**src/logic/clock_frequency_control_regs.svh**
```systemverilog
`ifndef CLOCK_FREQUENCY_CONTROL_REGS_SVH
`define CLOCK_FREQUENCY_CONTROL_REGS_SVH

// Register byte offset on the bus
`define FCR_OFFSET 4'h0

// Field positions of the frequency control register
`define FCR_RSVD_HI 15
`define FCR_RSVD_LO 12
`define FCR_CLK_OUT_EN_BIT 11
`define FCR_PLLA_BIT 10
`define FCR_PLLB_BIT 9
`define FCR_CPU_HI 8
`define FCR_CPU_LO 6
`define FCR_BUS_HI 5
`define FCR_BUS_LO 3
`define FCR_PER_HI 2
`define FCR_PER_LO 0

// Power-on values per clock operating mode
`define FCR_INIT_M0 16'h0E1A
`define FCR_INIT_M1 16'h0E23
`define FCR_INIT_M1_ALT 16'h0E2C
`define FCR_INIT_M2 16'h0E13
`define FCR_INIT_M3 16'h0E13
`define FCR_INIT_M4 16'h0E0A
`define FCR_INIT_M5 16'h0E0A
`define FCR_INIT_M6 16'h0808
`define FCR_INIT_M7 16'h0808

// Clock operating mode codes
`define MODE_0 3'h0
`define MODE_1 3'h1
`define MODE_2 3'h2
`define MODE_3 3'h3
`define MODE_4 3'h4
`define MODE_5 3'h5
`define MODE_6 3'h6

// Fixed multiplication factors of the first PLL
`define PLLA_MULT_HI 5'h0C
`define PLLA_MULT_LO 5'h06

// Divider codes and their divisors
`define DIV_CODE_0 3'h0
`define DIV_CODE_1 3'h1
`define DIV_CODE_2 3'h2
`define DIV_CODE_3 3'h3
`define DIV_CODE_4 3'h4
`define DIV_CODE_5 3'h5
`define DIVISOR_1 4'h1
`define DIVISOR_2 4'h2
`define DIVISOR_3 4'h3
`define DIVISOR_4 4'h4
`define DIVISOR_6 4'h6
`define DIVISOR_8 4'h8
`define DIVISOR_BAD 4'h0

// Wishbone lane enables for a full low half-word
`define SEL_LOW_HALF 2'h3

// Cycles after reset release before the mode pins are trusted
`define SYNC_WAIT 2'h3

`endif

```
**src/logic/clock_frequency_control_pkg.sv**
```systemverilog
package clock_frequency_control_pkg;

  // Settings that steer the clock generator
  typedef struct packed {
    logic clk_out_en;
    logic pll_a_en;
    logic pll_b_en;
    logic [2:0] cpu_div_sel;
    logic [2:0] bus_div_sel;
    logic [2:0] periph_div_sel;
  } freq_settings_t;

  // Divisors presently applied to the three clocks
  typedef struct packed {
    logic [3:0] cpu;
    logic [3:0] bus;
    logic [3:0] periph;
  } div_ratio_t;

  // Oscillation stabilization sequence
  typedef enum logic [1:0] {
    STAB_IDLE,
    STAB_WAIT_A,
    STAB_WAIT_B
  } stab_state_t;

endpackage

```
**src/logic/clock_frequency_control.sv**
```systemverilog
// Behaviour
// RULE1: 16-bit read/write control register, reachable only by whole-word access; reads here ignore wb_sel_i.
// RULE2: Only power-on reset loads it, from mode table; other resets keep it.
// RULE3: Bits 15 to 12 read zero; software writes only zero there.
// RULE4: Bit 11 high drives clock pin; low floats it with pull-up.
// RULE5: Floating the clock pin leaves internal clock frequencies unchanged.
// RULE6: No pull-up on the clock pin during hardware standby.
// RULE7: Bit 10 uses first PLL when high, bypasses it when low.
// RULE8: Bit 9 uses second PLL when high, bypasses it when low.
// RULE9: CPU divider codes 0..5 give divide by 1,2,3,4,6,8.
// RULE10: Bus divider uses the CPU mapping; codes above five prohibited.
// RULE11: Peripheral divider codes 0..4 give divide by 2,3,4,6,8.
// RULE12: Software writes only listed divider combinations into lower nine bits.
// RULE13: First PLL multiplication factor comes from operating mode only.
// RULE14: Three mode pins select operating mode and initial configuration.
// RULE15: Starting first PLL halts internal clock until watchdog overflow.
// RULE16: Bus divider change applies at once unless second PLL runs.
// RULE17: CPU and peripheral divider changes apply at once.
// RULE18: Reads return applied settings, reserved bits zero; the bus field reads the last written code.
// RULE19: New settings take effect only when the word write completes.
`timescale 1ns/100ps
`default_nettype none

`include "clock_frequency_control_regs.svh"

module clock_frequency_control
  import clock_frequency_control_pkg::*;
#(
  parameter int ADDR_W = 4,
  parameter bit ALT_TABLE = 1'b0
) (
  // Clock and resets
  input wire logic clk_i,
  input wire logic rst_i,
  input wire logic sys_rst_i,
  // Wishbone classic slave
  input wire logic [ADDR_W-1:0] wb_adr_i,
  input wire logic [31:0] wb_dat_i,
  input wire logic [3:0] wb_sel_i,
  input wire logic wb_we_i,
  input wire logic wb_cyc_i,
  input wire logic wb_stb_i,
  output logic [31:0] wb_dat_o,
  output logic wb_ack_o,
  // Mode and standby pins
  input wire logic [2:0] clock_mode_pins_i,
  input wire logic hw_standby_i,
  // Watchdog stabilization count
  input wire logic wdt_ovf_i,
  output logic wdt_start_o,
  // Clock generator control
  output logic pll_a_en_o,
  output logic pll_b_en_o,
  output logic [4:0] pll_a_mult_o,
  output logic half_div_en_o,
  output logic [3:0] cpu_div_o,
  output logic [3:0] bus_div_o,
  output logic [3:0] periph_div_o,
  output logic clk_halt_o,
  // External clock pin
  input wire logic clk_out_src_i,
  output logic clk_out_pin_o,
  output logic clk_out_pin_oe_o,
  output logic clk_out_pullup_o,
  output logic clk_out_unstable_o
);

  // Elaboration check: the decode needs at least a two-bit address
  if (ADDR_W < 2) begin : g_bad_addr_w
    $error("ADDR_W must be at least 2");
  end

  // CPU and bus divider decode
  function automatic logic [3:0] main_divisor(input logic [2:0] code);
    logic [3:0] d;
    d = `DIVISOR_BAD;
    unique case (code)
      `DIV_CODE_0: d = `DIVISOR_1;
      `DIV_CODE_1: d = `DIVISOR_2;
      `DIV_CODE_2: d = `DIVISOR_3;
      `DIV_CODE_3: d = `DIVISOR_4;
      `DIV_CODE_4: d = `DIVISOR_6;
      `DIV_CODE_5: d = `DIVISOR_8;
      default: d = `DIVISOR_BAD;
    endcase
    return d;
  endfunction

  // Peripheral divider decode
  function automatic logic [3:0] periph_divisor(input logic [2:0] code);
    logic [3:0] d;
    d = `DIVISOR_BAD;
    unique case (code)
      `DIV_CODE_0: d = `DIVISOR_2;
      `DIV_CODE_1: d = `DIVISOR_3;
      `DIV_CODE_2: d = `DIVISOR_4;
      `DIV_CODE_3: d = `DIVISOR_6;
      `DIV_CODE_4: d = `DIVISOR_8;
      default: d = `DIVISOR_BAD;
    endcase
    return d;
  endfunction

  // Power-on value for a mode
  function automatic logic [15:0] mode_init(input logic [2:0] mode);
    logic [15:0] v;
    v = `FCR_INIT_M7;
    unique case (mode)
      `MODE_0: v = `FCR_INIT_M0;
      `MODE_1: v = ALT_TABLE ? `FCR_INIT_M1_ALT : `FCR_INIT_M1;
      `MODE_2: v = `FCR_INIT_M2;
      `MODE_3: v = `FCR_INIT_M3;
      `MODE_4: v = `FCR_INIT_M4;
      `MODE_5: v = `FCR_INIT_M5;
      `MODE_6: v = `FCR_INIT_M6;
      default: v = `FCR_INIT_M7;
    endcase
    return v;
  endfunction

  // Word to settings
  function automatic freq_settings_t unpack_word(input logic [15:0] w);
    freq_settings_t s;
    s.clk_out_en = w[`FCR_CLK_OUT_EN_BIT];
    s.pll_a_en = w[`FCR_PLLA_BIT];
    s.pll_b_en = w[`FCR_PLLB_BIT];
    s.cpu_div_sel = w[`FCR_CPU_HI:`FCR_CPU_LO];
    s.bus_div_sel = w[`FCR_BUS_HI:`FCR_BUS_LO];
    s.periph_div_sel = w[`FCR_PER_HI:`FCR_PER_LO];
    return s;
  endfunction

  logic [2:0] mode_s1_r, mode_s2_r, mode_s3_r;
  logic stby_s1_r, stby_s2_r, stby_s3_r;
  logic [2:0] mode_r;
  logic stby_r;
  logic init_pend_r;
  logic [1:0] init_cnt_r;
  freq_settings_t set_r;
  freq_settings_t wr_set;
  freq_settings_t init_set;
  logic [2:0] bus_applied_r;
  logic [2:0] bus_pend_r;
  stab_state_t state_r, state_nxt;
  logic ack_r;
  logic [31:0] rdat_r;
  logic wdt_start_r;
  logic req;
  logic hit;
  logic wr_take;
  logic pll_a_start;
  logic bus_restab;

  // Mode and standby pin synchronisers
  always_ff @(posedge clk_i) begin
    if (rst_i) begin
      mode_s1_r <= 3'h0;
      mode_s2_r <= 3'h0;
      mode_s3_r <= 3'h0;
      stby_s1_r <= 1'b0;
      stby_s2_r <= 1'b0;
      stby_s3_r <= 1'b0;
    end else begin
      mode_s1_r <= clock_mode_pins_i;
      mode_s2_r <= mode_s1_r;
      mode_s3_r <= mode_s2_r;
      stby_s1_r <= hw_standby_i;
      stby_s2_r <= stby_s1_r;
      stby_s3_r <= stby_s2_r;
    end
  end

  // Filtered levels, taken when the last two stages agree
  always_ff @(posedge clk_i) begin
    if (rst_i) begin
      mode_r <= 3'h0;
      stby_r <= 1'b0;
    end else begin
      if (mode_s2_r == mode_s3_r) begin
        mode_r <= mode_s3_r; // [RULE14]
      end
      if (stby_s2_r == stby_s3_r) begin
        stby_r <= stby_s3_r;
      end
    end
  end

  // Wait for the mode pins to pass the synchroniser
  always_ff @(posedge clk_i) begin
    if (rst_i) begin
      init_pend_r <= 1'b1;
      init_cnt_r <= 2'h0;
    end else if (init_pend_r) begin
      if (init_cnt_r == `SYNC_WAIT && mode_s2_r == mode_s3_r) begin
        init_pend_r <= 1'b0;
      end else if (init_cnt_r != `SYNC_WAIT) begin
        init_cnt_r <= init_cnt_r + 2'h1;
      end
    end
  end

  // Bus decode
  assign req = wb_cyc_i & wb_stb_i & ~ack_r;
  assign hit = (wb_adr_i == ADDR_W'(`FCR_OFFSET));
  assign wr_take = req & wb_we_i & hit & ~init_pend_r &
                   (wb_sel_i[1:0] == `SEL_LOW_HALF) & // [RULE1]
                   (state_r == STAB_IDLE);
  assign wr_set = unpack_word(wb_dat_i[15:0]); // [RULE3]
  // Power-on settings for the mode now seen on the pins
  assign init_set = unpack_word(mode_init(mode_s3_r)); // [RULE14]
  assign pll_a_start = wr_take & ~set_r.pll_a_en & wr_set.pll_a_en;
  assign bus_restab = wr_take & set_r.pll_b_en &
                      (wr_set.bus_div_sel != set_r.bus_div_sel);

  // Control register, initialised only by power-on reset, then loaded by accepted writes
  always_ff @(posedge clk_i) begin
    if (rst_i) begin
      set_r <= '0;
    end else if (init_pend_r) begin
      if (init_cnt_r == `SYNC_WAIT && mode_s2_r == mode_s3_r) begin
        set_r <= init_set; // [RULE2]
      end
    end else if (wr_take) begin
      set_r <= wr_set; // [RULE19]
    end
  end

  // Bus divider applied to the clock tree
  // The pending copy follows every accepted write, so a second-PLL
  // count entered after a first-PLL start never applies a stale code
  always_ff @(posedge clk_i) begin
    if (rst_i) begin
      bus_applied_r <= 3'h0;
      bus_pend_r <= 3'h0;
    end else if (init_pend_r) begin
      bus_applied_r <= init_set.bus_div_sel;
      bus_pend_r <= init_set.bus_div_sel;
    end else if (wr_take) begin
      bus_pend_r <= wr_set.bus_div_sel;
      if (!bus_restab) begin
        bus_applied_r <= wr_set.bus_div_sel; // [RULE16]
      end
    end else if (state_r == STAB_WAIT_B && wdt_ovf_i) begin
      bus_applied_r <= bus_pend_r; // [RULE16]
    end
  end

  // Stabilization state
  always_ff @(posedge clk_i) begin
    if (rst_i || sys_rst_i) begin
      state_r <= STAB_IDLE;
    end else begin
      state_r <= state_nxt;
    end
  end

  // Stabilization sequencing
  always_comb begin
    state_nxt = state_r;
    unique case (state_r)
      STAB_IDLE: begin
        if (pll_a_start) begin
          state_nxt = STAB_WAIT_A; // [RULE15]
        end else if (bus_restab) begin
          state_nxt = STAB_WAIT_B; // [RULE16]
        end
      end
      STAB_WAIT_A: begin
        if (wdt_ovf_i) begin
          state_nxt = set_r.pll_b_en ? STAB_WAIT_B : STAB_IDLE; // [RULE15]
        end
      end
      STAB_WAIT_B: begin
        if (wdt_ovf_i) begin
          state_nxt = STAB_IDLE;
        end
      end
    endcase
  end

  // Watchdog start pulse at the start of each count
  always_ff @(posedge clk_i) begin
    if (rst_i || sys_rst_i) begin
      wdt_start_r <= 1'b0;
    end else begin
      wdt_start_r <= (state_r == STAB_IDLE && state_nxt != STAB_IDLE) ||
                     (state_r == STAB_WAIT_A && state_nxt == STAB_WAIT_B);
    end
  end

  // Acknowledge every request one cycle later
  always_ff @(posedge clk_i) begin
    if (rst_i || sys_rst_i) begin
      ack_r <= 1'b0;
    end else begin
      ack_r <= req;
    end
  end

  // Read data, reserved and unmapped bits zero
  always_ff @(posedge clk_i) begin
    if (rst_i || sys_rst_i) begin
      rdat_r <= 32'h0;
    end else if (req && !wb_we_i && hit) begin
      rdat_r <= {20'h0, set_r}; // [RULE18] [RULE3]
    end else begin
      rdat_r <= 32'h0;
    end
  end

  assign wb_ack_o = ack_r;
  assign wb_dat_o = rdat_r;
  assign wdt_start_o = wdt_start_r;

  // Generator controls
  assign pll_a_en_o = set_r.pll_a_en; // [RULE7]
  assign pll_b_en_o = set_r.pll_b_en; // [RULE8]
  assign cpu_div_o = main_divisor(set_r.cpu_div_sel); // [RULE9] [RULE17]
  assign bus_div_o = main_divisor(bus_applied_r); // [RULE10]
  assign periph_div_o = periph_divisor(set_r.periph_div_sel); // [RULE11]
  assign clk_halt_o = (state_r != STAB_IDLE) | init_pend_r; // [RULE15]

  // Mode-fixed PLL factor and half divider
  assign pll_a_mult_o = (mode_r == `MODE_2 || mode_r == `MODE_4 ||
                         mode_r == `MODE_6) ?
                        `PLLA_MULT_LO : `PLLA_MULT_HI; // [RULE13]
  assign half_div_en_o = ~ALT_TABLE &
                         (mode_r == `MODE_2 || mode_r == `MODE_4);

  // Clock pin drive; dividers untouched by the enable
  assign clk_out_pin_o = clk_out_src_i & set_r.clk_out_en; // [RULE5]
  assign clk_out_pin_oe_o = set_r.clk_out_en; // [RULE4]
  assign clk_out_pullup_o = ~set_r.clk_out_en & ~stby_r; // [RULE4] [RULE6]
  assign clk_out_unstable_o = (state_r != STAB_IDLE); // [RULE15]

endmodule // clock_frequency_control

`default_nettype wire

```
**config.mk**
```make
export PLATFORM = sky130hd
export DESIGN_NAME = clock_frequency_control
export DESIGN_NICKNAME = d
export VERILOG_FILES = /design/src/logic/clock_frequency_control_pkg.sv /design/src/logic/clock_frequency_control.sv
export VERILOG_INCLUDE_DIRS = /design/src /design/src/logic
export SDC_FILE = /design/constraint.sdc
export NUM_CORES = 1
export LEC_CHECK = 0
export ABC_AREA = 1
export BUFFER_PORTS_ARGS = -buffer_cell sky130_fd_sc_hd__buf_2
export CORE_MARGIN = 1
export CORE_UTILIZATION = 50
export DETAILED_ROUTE_END_ITERATION = 10
export GPL_TIMING_DRIVEN = 0
export PLACE_DENSITY = 0.84
export SLEW_MARGIN = 20
export SYNTH_ARGS = -nofsm -noshare
export SYNTH_HDL_FRONTEND = slang
export SYNTH_SLANG_ARGS = --single-unit
```
**constraint.sdc**
```tcl
create_clock -name clk_i -period 2.35 [get_ports clk_i]
set_input_delay 0.1175 -clock clk_i [delete_from_list [all_inputs] [get_ports clk_i]]
set_output_delay 0.1175 -clock clk_i [all_outputs]
set_load 0.01 [all_outputs]
```
=== Yosys cells after proc, flatten, opt, wreduce, memory -nomap -nowiden ===
Cells that the tools add are included.

* Flip-flop bits (word level): 73
* Input port bits: 52
* Output and inout bits: 59
* Logic and storage cells: 127

* Add/subtract/negate cells: 1
* Equality and inequality tests: 33
* Muxes and demuxes: 22
* Bitwise operators: 21
* Reductions and logical operators: 27

{| class="wikitable"
|+ Operators with widths
! cell !! number
|-
| 4-bit case mux with 6 select lines || 2
|-
| 11-bit case mux with 4 select lines || 1
|-
| 12-bit two-way mux || 3
|-
| 3-bit by 2-bit == test with 1-bit output, second input constant || 9
|-
| 3-bit == test, second input constant || 9
|-
| 4-bit case mux with 5 select lines || 1
|-
| 3-bit two-way mux || 6
|-
| 1-bit AND || 13
|-
| 3-bit by 1-bit == test with 1-bit output, second input constant || 4
|-
| 3-bit logical NOT || 4
|-
| 2-bit two-way mux || 5
|-
| 2-bit == test, second input constant || 4
|-
| 1-bit NOT || 7
|-
| 1-bit logical AND || 6
|-
| 2-bit case mux with 3 select lines || 1
|-
| 2-bit nonzero test || 3
|-
| 2-bit OR reduction || 3
|-
| 4-bit logical NOT || 1
|-
| 1-bit logical OR || 4
|-
| 4-bit two-way mux || 1
|-
| 2-bit AND reduction || 2
|-
| 3-bit == test || 1
|-
| 3-bit inequality test || 1
|-
| 3-bit inequality test, second input constant || 1
|-
| other kinds (11) || 12
|}

=== Longest topological paths before layout ===
Gate-level depths: netlist of run 1.

* Depth in word-level cells: 15
* Mapped depth: 15
* Mapped depth without buffers: 15

=== Least setup slack after synthesis of run 1 ===
No wires, ideal clock.

* Kind: flip-flop to flip-flop
* From: register state_r[0]
* To: register set_r[6] (netlist name)
* Library setup time: 0.071 ns
* Arrival: 1.399 ns
* Data required time: 2.279 ns
* Path slack: 0.880 ns
* Cell stages (with the launch flop): 13
* Cell sequence: dfxtp_1 -> inv_1 -> ha_1 -> inv_2 -> nor2_8 -> nand3_4 -> inv_2 -> nand2_4 -> nand2_4 -> nand2_4 -> buf_6 -> nand2_1 -> a21oi_1

* Word-level cells in the longest chain between the ends: 4

{| class="wikitable"
|+ RTL lines
! element !! line !! source
|-
| start, declared || clock_frequency_control.sv:144 || <nowiki>stab_state_t state_r, state_nxt;</nowiki>
|-
| start signal, assigned || clock_frequency_control.sv:253 || <nowiki>state_r <= state_nxt;</nowiki>
|-
| 2-bit logical NOT || clock_frequency_control.sv:207 || <nowiki>(state_r == STAB_IDLE);</nowiki>
|-
| 1-bit AND || clock_frequency_control.sv:205 || <nowiki>assign wr_take = req & wb_we_i & hit & ~init_pend_r &</nowiki>
|-
| 2-bit nonzero test (no source line) || - ||
|-
| 2-bit AND reduction (no source line) || - ||
|-
| end signal, assigned || clock_frequency_control.sv:221 || <nowiki>set_r <= init_set;</nowiki>
|-
| end signal, assigned || clock_frequency_control.sv:224 || <nowiki>set_r <= wr_set;</nowiki>
|-
| end, declared || clock_frequency_control.sv:139 || <nowiki>freq_settings_t set_r;</nowiki>
|}

Every way passes these cells.
A chain may end at the register's enable or synchronous reset.

=== Worst setup path in the final report of run 1 ===
* From: register state_r[0]
* To: register wdt_start_r, in the netlist wdt_start_o

* Word-level cells in the longest chain between the ends: 10
* Elaborated cells between the ends (all ways): 18

{| class="wikitable"
|+ RTL lines
! element !! line !! source
|-
| 2-bit logical NOT || clock_frequency_control.sv:207, clock_frequency_control.sv:260, clock_frequency_control.sv:286 ||
|-
| 1-bit AND || clock_frequency_control.sv:205 ||
|-
| 1-bit AND (2 in series) || clock_frequency_control.sv:212 || <nowiki>assign bus_restab = wr_take & set_r.pll_b_en &</nowiki>
|-
| 2-bit two-way mux || clock_frequency_control.sv:264 || <nowiki>end else if (bus_restab) begin</nowiki>
|-
| 2-bit two-way mux || clock_frequency_control.sv:262 || <nowiki>if (pll_a_start) begin</nowiki>
|-
| 2-bit case mux with 3 select lines || clock_frequency_control.sv:260 || <nowiki>unique case (state_r)</nowiki>
|-
| 2-bit == test / 2-bit nonzero test (equally long branches) || clock_frequency_control.sv:287, clock_frequency_control.sv:286 ||
|-
| 1-bit logical AND (on tied branches) || clock_frequency_control.sv:287, clock_frequency_control.sv:286 ||
|-
| 1-bit logical OR (*) || clock_frequency_control.sv:286 || <nowiki>wdt_start_r <= (state_r == STAB_IDLE && state_nxt != STAB_IDLE) ||</nowiki>
|-
| end signal, assigned || clock_frequency_control.sv:286 ||
|-
| end, declared || clock_frequency_control.sv:147 || <nowiki>logic wdt_start_r;</nowiki>
|}

Every way passes the cells marked *; elsewhere a longest branch is shown, timed or not.

==> run_results.csv, run 1 <==
group,metric,value,unit
synth,syn_area,2446,sq um
clock_tree,cts_resized,0,
global_route,antenna_found_initial,0,
setup_path,critPathMaxStageDelay,350,ps
setup_path,rrSetupSlack,700,ps
worst_hold_path,whs_path_depth,3,
power_and_ir_drop,ir_worst_vdd,0.4917,mV
floorplan,io_pins,111,
global_route,grt-ovfl-total,0,
clock_tree,cts_max_level,2,
timing,setup_viol,0,
synth,synthDistinctLibCells,29,
global_route,grt_pass1_vias,1826,
timing,max_freq,604.3,MHz
timing,hold_viol_final,0,
global_route,grt_pass1_wl,7679,um
setup_path,cpMostUsedCell,"nand2_1",
floorplan,dieWidth,71.95,um
synth,synthCells,330,
place,hpwl,3755,um
clock_tree,cts_buffer_depth,2,
layout,fin_cells,491,
setup_path,cp.arrival,1860,ps
setup_path,crit_type,"flip-flop to flip-flop",
layout,layout_commonest_cell,"buf_2",
synth,synth_top_flop_cell,"dfxtp_1",
power_and_ir_drop,powerDensity,662.2,nW/um^2
drt,first_pass_iters,4,
power_and_ir_drop,p_comb_frac,0.237,
power_and_ir_drop,power.share.sequential,0.514,
timing,min_period,1655,ps
synth,synth_area_leader_cell,"dfxtp_1",
synth,yosysWarningCount,0,
status,status,"finished, final reports clean",
power_and_ir_drop,p_sw,0.6176,mW
timing,skew,6.760,ps
setup_path,worst_r2r_startpoint,"state_r[0]",
drt,wire_per_inst,9.764,um
timing,setup_tns,0,ps
synth,yosys-top-cells-area,"dfxtp_1 43%, nand2_1 8.6%, inv_1 7.8%, buf_4 7.1%, nor2_1 6.4%",
drt,drc,0,
flow_run,cap_viol_max_count,0,
place,dp.cells,482,
floorplan,die_h,71.95,um
worst_hold_path,holdCritPathClass,"input port to flip-flop",
synth,synth_edf_count,0,
worst_hold_path,hold_end,"mode_s1_r[2]",
synth,yosys_register_bits,53,
setup_path,cp_num_buf_inv,3,
floorplan,rows,25,
setup_path,crit_family,"simple AND/OR/NAND/NOR gates",
place,io_buffers,64,
setup_path,cp_cell_sequence,"inv_1 > ha_1 > inv_2 > nor2_8 > nand3_4 > nor2_4 > nand3_2 > nand2_1 > nand2_1 > nand3_1 > nand2_1 > nand2_1 > inv_1",
setup_path,cp.required,2560,ps
synth,async_reset_ff_frac,0,
clock_tree,clk_latency,300,ps
synth,avgSynthCellArea,7.412,sq um
power_and_ir_drop,power.share.clock,0.249,
setup_path,worstSetupStartpointType,"flip-flop",
timing,tightest_slew,523.2,ps
layout,syn_to_final_growth,23.73,%
place,gp_congestion,0.8805,
timing,slew_violations,0,
setup_path,worst-path-max-fanout,5,
setup_path,timing.rr.end,"wdt_start_o",
global_route,grt_max_degree,17,
layout,antenna_cells,0,
layout,drive_gt1_frac,0.2665,
clock_tree,cts_tree,"built",
synth,ys_seq_area_frac,0.4338,
layout,fin_area,3027,sq um
clock_tree,cts.clk_slew.worst_paths,90,ps
drt,via_per_inst,4.501,
drt,drtAntennaViolNets,0,
clock_tree,clockRootBuffer,"clkbuf_8",
power_and_ir_drop,swShare,0.3082,
timing,timing.final.crit_share,0.7042,
setup_path,r2r_cells,13,
drt,num_vias,2210,
place,placed_area,2929,sq um
floorplan,core_area,4723,sq um
drt,drt_iter0_markers,103,
layout,fin_nets,479,
layout,mostFrequentLayoutCells,"64 x buf_2, 56 x nand2_1, 53 x dfxtp_1, 51 x inv_1, 42 x nor2_1",
global_route,track_usage,0.1897,
clock_tree,hold_buffers,0,
clock_tree,postCtsSetupBuffers,0,
synth,yosys.area.top_type_share,0.4338,
drt,drt_wl_total,4794,um
floorplan,initial_core_util,0.5179,
timing,max_slew_margin,0.6512,
power_and_ir_drop,p_int,1.387,mW
setup_path,critPathSlowestCell,"dfxtp_1",
clock_tree,cts_buffers,5,
worst_hold_path,min_from,"clock_mode_pins_i[2]",
setup_path,endpoint_kind,"flip-flop",
clock_tree,cts.sinks,53,
timing,grt_setup_unrepaired,"no",
floorplan,dieArea,5176,sq um
power_and_ir_drop,p_leak,1.542,nW
power groups by stage:
stage | logic, mW | registers (mW) | clock network, mW
after detailed placement | 0.471 | 1.05 | 0
final | 0.474 | 1.03 | 0.499
after CTS | 0.474 | 1.03 | 0.512
after global routing | 0.529 | 1.04 | 0.543
after floorplan | 0.338 | 1.05 | 0
after global placement | 0.460 | 1.05 | 0
synth_stat cells, types with 4 or more instances:
| library cell | count |
|---|---|
| a21oi_1 | 22 |
| buf_4 | 23 |
| clkbuf_1 | 4 |
| dfxtp_1 | 53 |
| ha_1 | 4 |
| inv_1 | 51 |
| nand2_1 | 56 |
| nand3_1 | 21 |
| nor2_1 | 42 |
| nor3_1 | 4 |
| o21ai_0 | 15 |
| o21ai_1 | 6 |
kinds of logic after synthesis:
family | after synthesis | synth area share
XOR/XNOR | 5 | 0.01791
buffers and inverters | 84 | 0.1703
AND/OR/NAND/NOR | 137 | 0.2604
other | 2 | 0.003070
AO/OA/AOI/OAI | 45 | 0.09412
adder cells (fa/ha/maj) | 4 | 0.02046
flip-flops | 53 | 0.4338
metal layers:
| layer | share of wire | track usage | vias to the layer above | wire (um) |
|---|---|---|---|---|
| met2 | 0.50 | 0.3449 | 63 | 2406 |
| met1 | 0.43 | 0.2164 | 986 | 2071 |
| met4 | 0.013 | 0.06536 | 0 | 62 |
| met3 | 0.053 | 0.04722 | 7 | 253 |
| met5 | 0 | 0 | - | 0 |
| li1 | - | - | 1154 | - |
worst max path at each step:
stage,depth (start not counted),slack [ps],start,to
after floorplan,12,880,state_r[0],set_r[6]
after global placement,13,750,state_r[0],wdt_start_o
after detailed placement,13,700,state_r[1],wdt_start_o
after CTS,13,690,state_r[0],wdt_start_o
after global routing,13,550,state_r[0],wdt_start_o
final,13,700,state_r[0],wdt_start_o
final cells by class:
cell class	instances	area [sq um]
fillers	411	1697
flip-flops and latches	53	1061
multi-input cells	214	1047
repair buffers	65	330.3
plain buffers	30	214.0
inverters	54	202.7
well taps	67	83.83
clock buffers	6	72.57
clock inverters	2	15.01
tightest hold or removal path, cell delays in order:
cell	delay, ps
buf_2	90
inv_1	40
nor2_1	30
registers in the layout (all words and copies together), names as in the netlist, 3 cells and up:
signal	cells
bus_applied_r	3
bus_pend_r	3
mode_r	3
mode_s1_r	3
mode_s2_r	3
mode_s3_r	3
set_r	9
wb_dat_o	12
stage by stage:
stage	hold slack [ps]	power, mW	util	setup WS (ps)
global route	2.886	2.114	0.6408	547.2
CTS	3.502	2.016	0.6387	689.7
floorplan	194.5	1.383	-	880.5
finish	10.62	2.004	0.6408	695.2
global placement	310.7	1.507	0.6201	748.5
detailed placement	324.6	1.521	0.6201	700.2
(Power assumes the default switching activity.)
==> run 2, diff against run 1 <==
- CORE_UTILIZATION: 50 -> 47
- PLACE_DENSITY: 0.84 -> 0.8
- clock period: 2.35 -> 1.63 ns (I/O delays scaled with it)
==> run_results.csv, run 2 (synthesis gave the netlist of run 1 again) <==
group,metric,value,unit
drt,via_per_inst,4.508,
setup_path,rrSetupSlack,70,ps
power_and_ir_drop,finalPower,2.950,mW
floorplan,die_h,74.14,um
clock_tree,clk_latency,310,ps
drt,wire_per_inst,10.40,um
drt,drtAntennaViolNets,0,
setup_path,cp.required,1830,ps
setup_path,critPathMaxStageDelay,370,ps
floorplan,rows,25,
drt,first_pass_iters,5,
clock_tree,cts_buffers,5,
timing,timing.final.crit_share,0.9571,
timing,skew,11.46,ps
drt,num_vias,2245,
global_route,grt-ovfl-total,0,
timing,setup_tns,0,ps
power_and_ir_drop,p_leak,1.591,nW
power_and_ir_drop,p_int,2.046,mW
place,preCtsSetupSlack,-6.177,ps
layout,layout_commonest_cell,"buf_2",
timing,min_period,1560,ps
timing,worst_hold_slack,25.52,ps
power_and_ir_drop,powerDensity,942.5,nW/um^2
setup_path,cp_cell_sequence,"buf_4 > ha_2 > or2_2 > nand3_1 > nand2_1 > nand2_1 > nand2_1 > nand2_1 > nand2_1 > nand2_1 > inv_1",
setup_path,worst-path-max-fanout,3,
layout,syn_to_final_growth,27.98,%
setup_path,endpoint_kind,"flip-flop",
global_route,grt_pass1_vias,1862,
power_and_ir_drop,power.share.clock,0.259,
setup_path,cpMostUsedCell,"nand2_1",
setup_path,cp-startpoint,"state_r[0]",
global_route,grt_pass1_wl,7631,um
global_route,antenna_found_initial,0,
floorplan,io_pins,111,
setup_path,worst_r2r_startpoint,"state_r[0]",
layout,mostFrequentLayoutCells,"64 x buf_2, 55 x nand2_1, 51 x dfxtp_1, 49 x inv_1, 42 x nor2_1",
setup_path,r2r_cells,11,
floorplan,dieWidth,74.14,um
layout,antenna_cells,0,
place,dp.cells,482,
timing,finalWorstSetupSlack,69.88,ps
worst_hold_path,holdCritPathClass,"input port to flip-flop",
floorplan,core_area,4880,sq um
setup_path,timing.rr.end,"wdt_start_o",
flow_run,cap_viol_max_count,0,
clock_tree,cts_buffer_depth,2,
floorplan,dieArea,5497,sq um
power_and_ir_drop,p_sw,0.9039,mW
drt,drt_iter0_markers,122,
timing,setup_viol,0,
setup_path,crit_type,"flip-flop to flip-flop",
setup_path,critPathSlowestCell,"dfxtp_4",
power_and_ir_drop,ir_worst_vdd,0.7311,mV
power_and_ir_drop,p_comb_frac,0.238,
clock_tree,cts.clk_slew.worst_paths,90,ps
power_and_ir_drop,power.share.sequential,0.503,
layout,fin_cells,498,
clock_tree,cts_tree,"built",
status,status,"finished, final reports clean",
drt,drt_wl_total,5180,um
drt,drc,0,
setup_path,endpoint,"wdt_start_o",
clock_tree,clockRootBuffer,"clkbuf_8",
floorplan,initial_core_util,0.5013,
global_route,grt_max_degree,17,
layout,fin_nets,486,
timing,tightest_slew,509.7,ps
timing,slew_violations,0,
place,hpwl,3770,um
global_route,track_usage,0.1803,
place,gp_congestion,0.8800,
timing,hold_viol_final,0,
layout,largest_register_ffs,12,
timing,max_slew_margin,0.6602,
clock_tree,cts_max_level,2,
layout,drive_gt1_frac,0.2900,
clock_tree,cts.sinks,53,
power_and_ir_drop,swShare,0.3064,
setup_path,cp.arrival,1760,ps
place,io_buffers,64,
setup_path,worstSetupStartpointType,"flip-flop",
timing,max_freq,641.0,MHz
[run 2: cell count changes in the layout (fill, tap and decap cells not counted), sizes merged]
cell	before	now
clkinv	0	2
buf	90	93
dlygate4sd3	1	5
clkinvlp	2	0
[run 2: how the worst min path moves through the flow]
| stage | from | slack, ps | depth (start not counted) | to |
|---|---|---|---|---|
| floorplan | sys_rst_i | 160 | 1 | wb_ack_o |
| global placement | sys_rst_i | 280 | 2 | wb_ack_o |
| detailed placement | sys_rst_i | 290 | 2 | wb_ack_o |
| CTS | wb_dat_i[6] | 20 | 3 | set_r[6] |
| global route | wb_dat_i[7] | 20 | 3 | set_r[7] |
| finish | wb_dat_i[6] | 30 | 3 | set_r[6] |
[run 2: layer usage]
layer  GRT usage  share of wire  up-vias  wire length, um
li1            -              -     1166                -
met1      0.2211           0.44     1002             2274
met2      0.3182           0.51       70             2636
met3     0.04065          0.044        7              227
met4     0.04701         0.0079        0               41
met5           0              0        -                0
[run 2: layout make-up]
| type | count | area (sq um) |
|---|---|---|
| clock buffer | 6 | 82.58 |
| fill | 436 | 1749 |
| buffer | 30 | 214.0 |
| clock inverter | 2 | 13.76 |
| timing repair buffer | 72 | 392.9 |
| tap | 67 | 83.83 |
| sequential | 53 | 1066 |
| inverter | 54 | 207.7 |
| multi-input combinational | 214 | 1070 |
[run 2: repair_timing]
item                                   CTS  global route
endpoints found under the hold margin    5             0
setup endpoints to repair                4            16
pin swaps                                0             2
hold buffers                             5             0
setup buffers                            0             3
resized for setup                        1            12
[run 2: power by group through the flow]
stage / Combinational [mW] / Sequential (mW) / Clock, mW
2_1_floorplan: 0.487 / 1.51 / 0
3_3_place_gp: 0.666 / 1.51 / 0
3_5_place_dp: 0.684 / 1.51 / 0
4_1_cts: 0.698 / 1.48 / 0.783
5_1_grt: 0.781 / 1.50 / 0.840
6_report: 0.703 / 1.48 / 0.764
[run 2: worst max-delay path, delay by kind of cell, from the launching register on]
family | cells | cell delay [ps]
buf+inv | 2 | 160
fa+ha+maj | 1 | 190
simple gates | 8 | 740
flops | 1 | 370
[run 2: metrics by stage]
step             util  area (sq um)
2_1_floorplan       -          2525
3_3_place_gp   0.6003          2929
3_5_place_dp   0.6003          2929
4_1_cts        0.6305          3077
5_1_grt        0.6415          3131
6_report       0.6415          3131
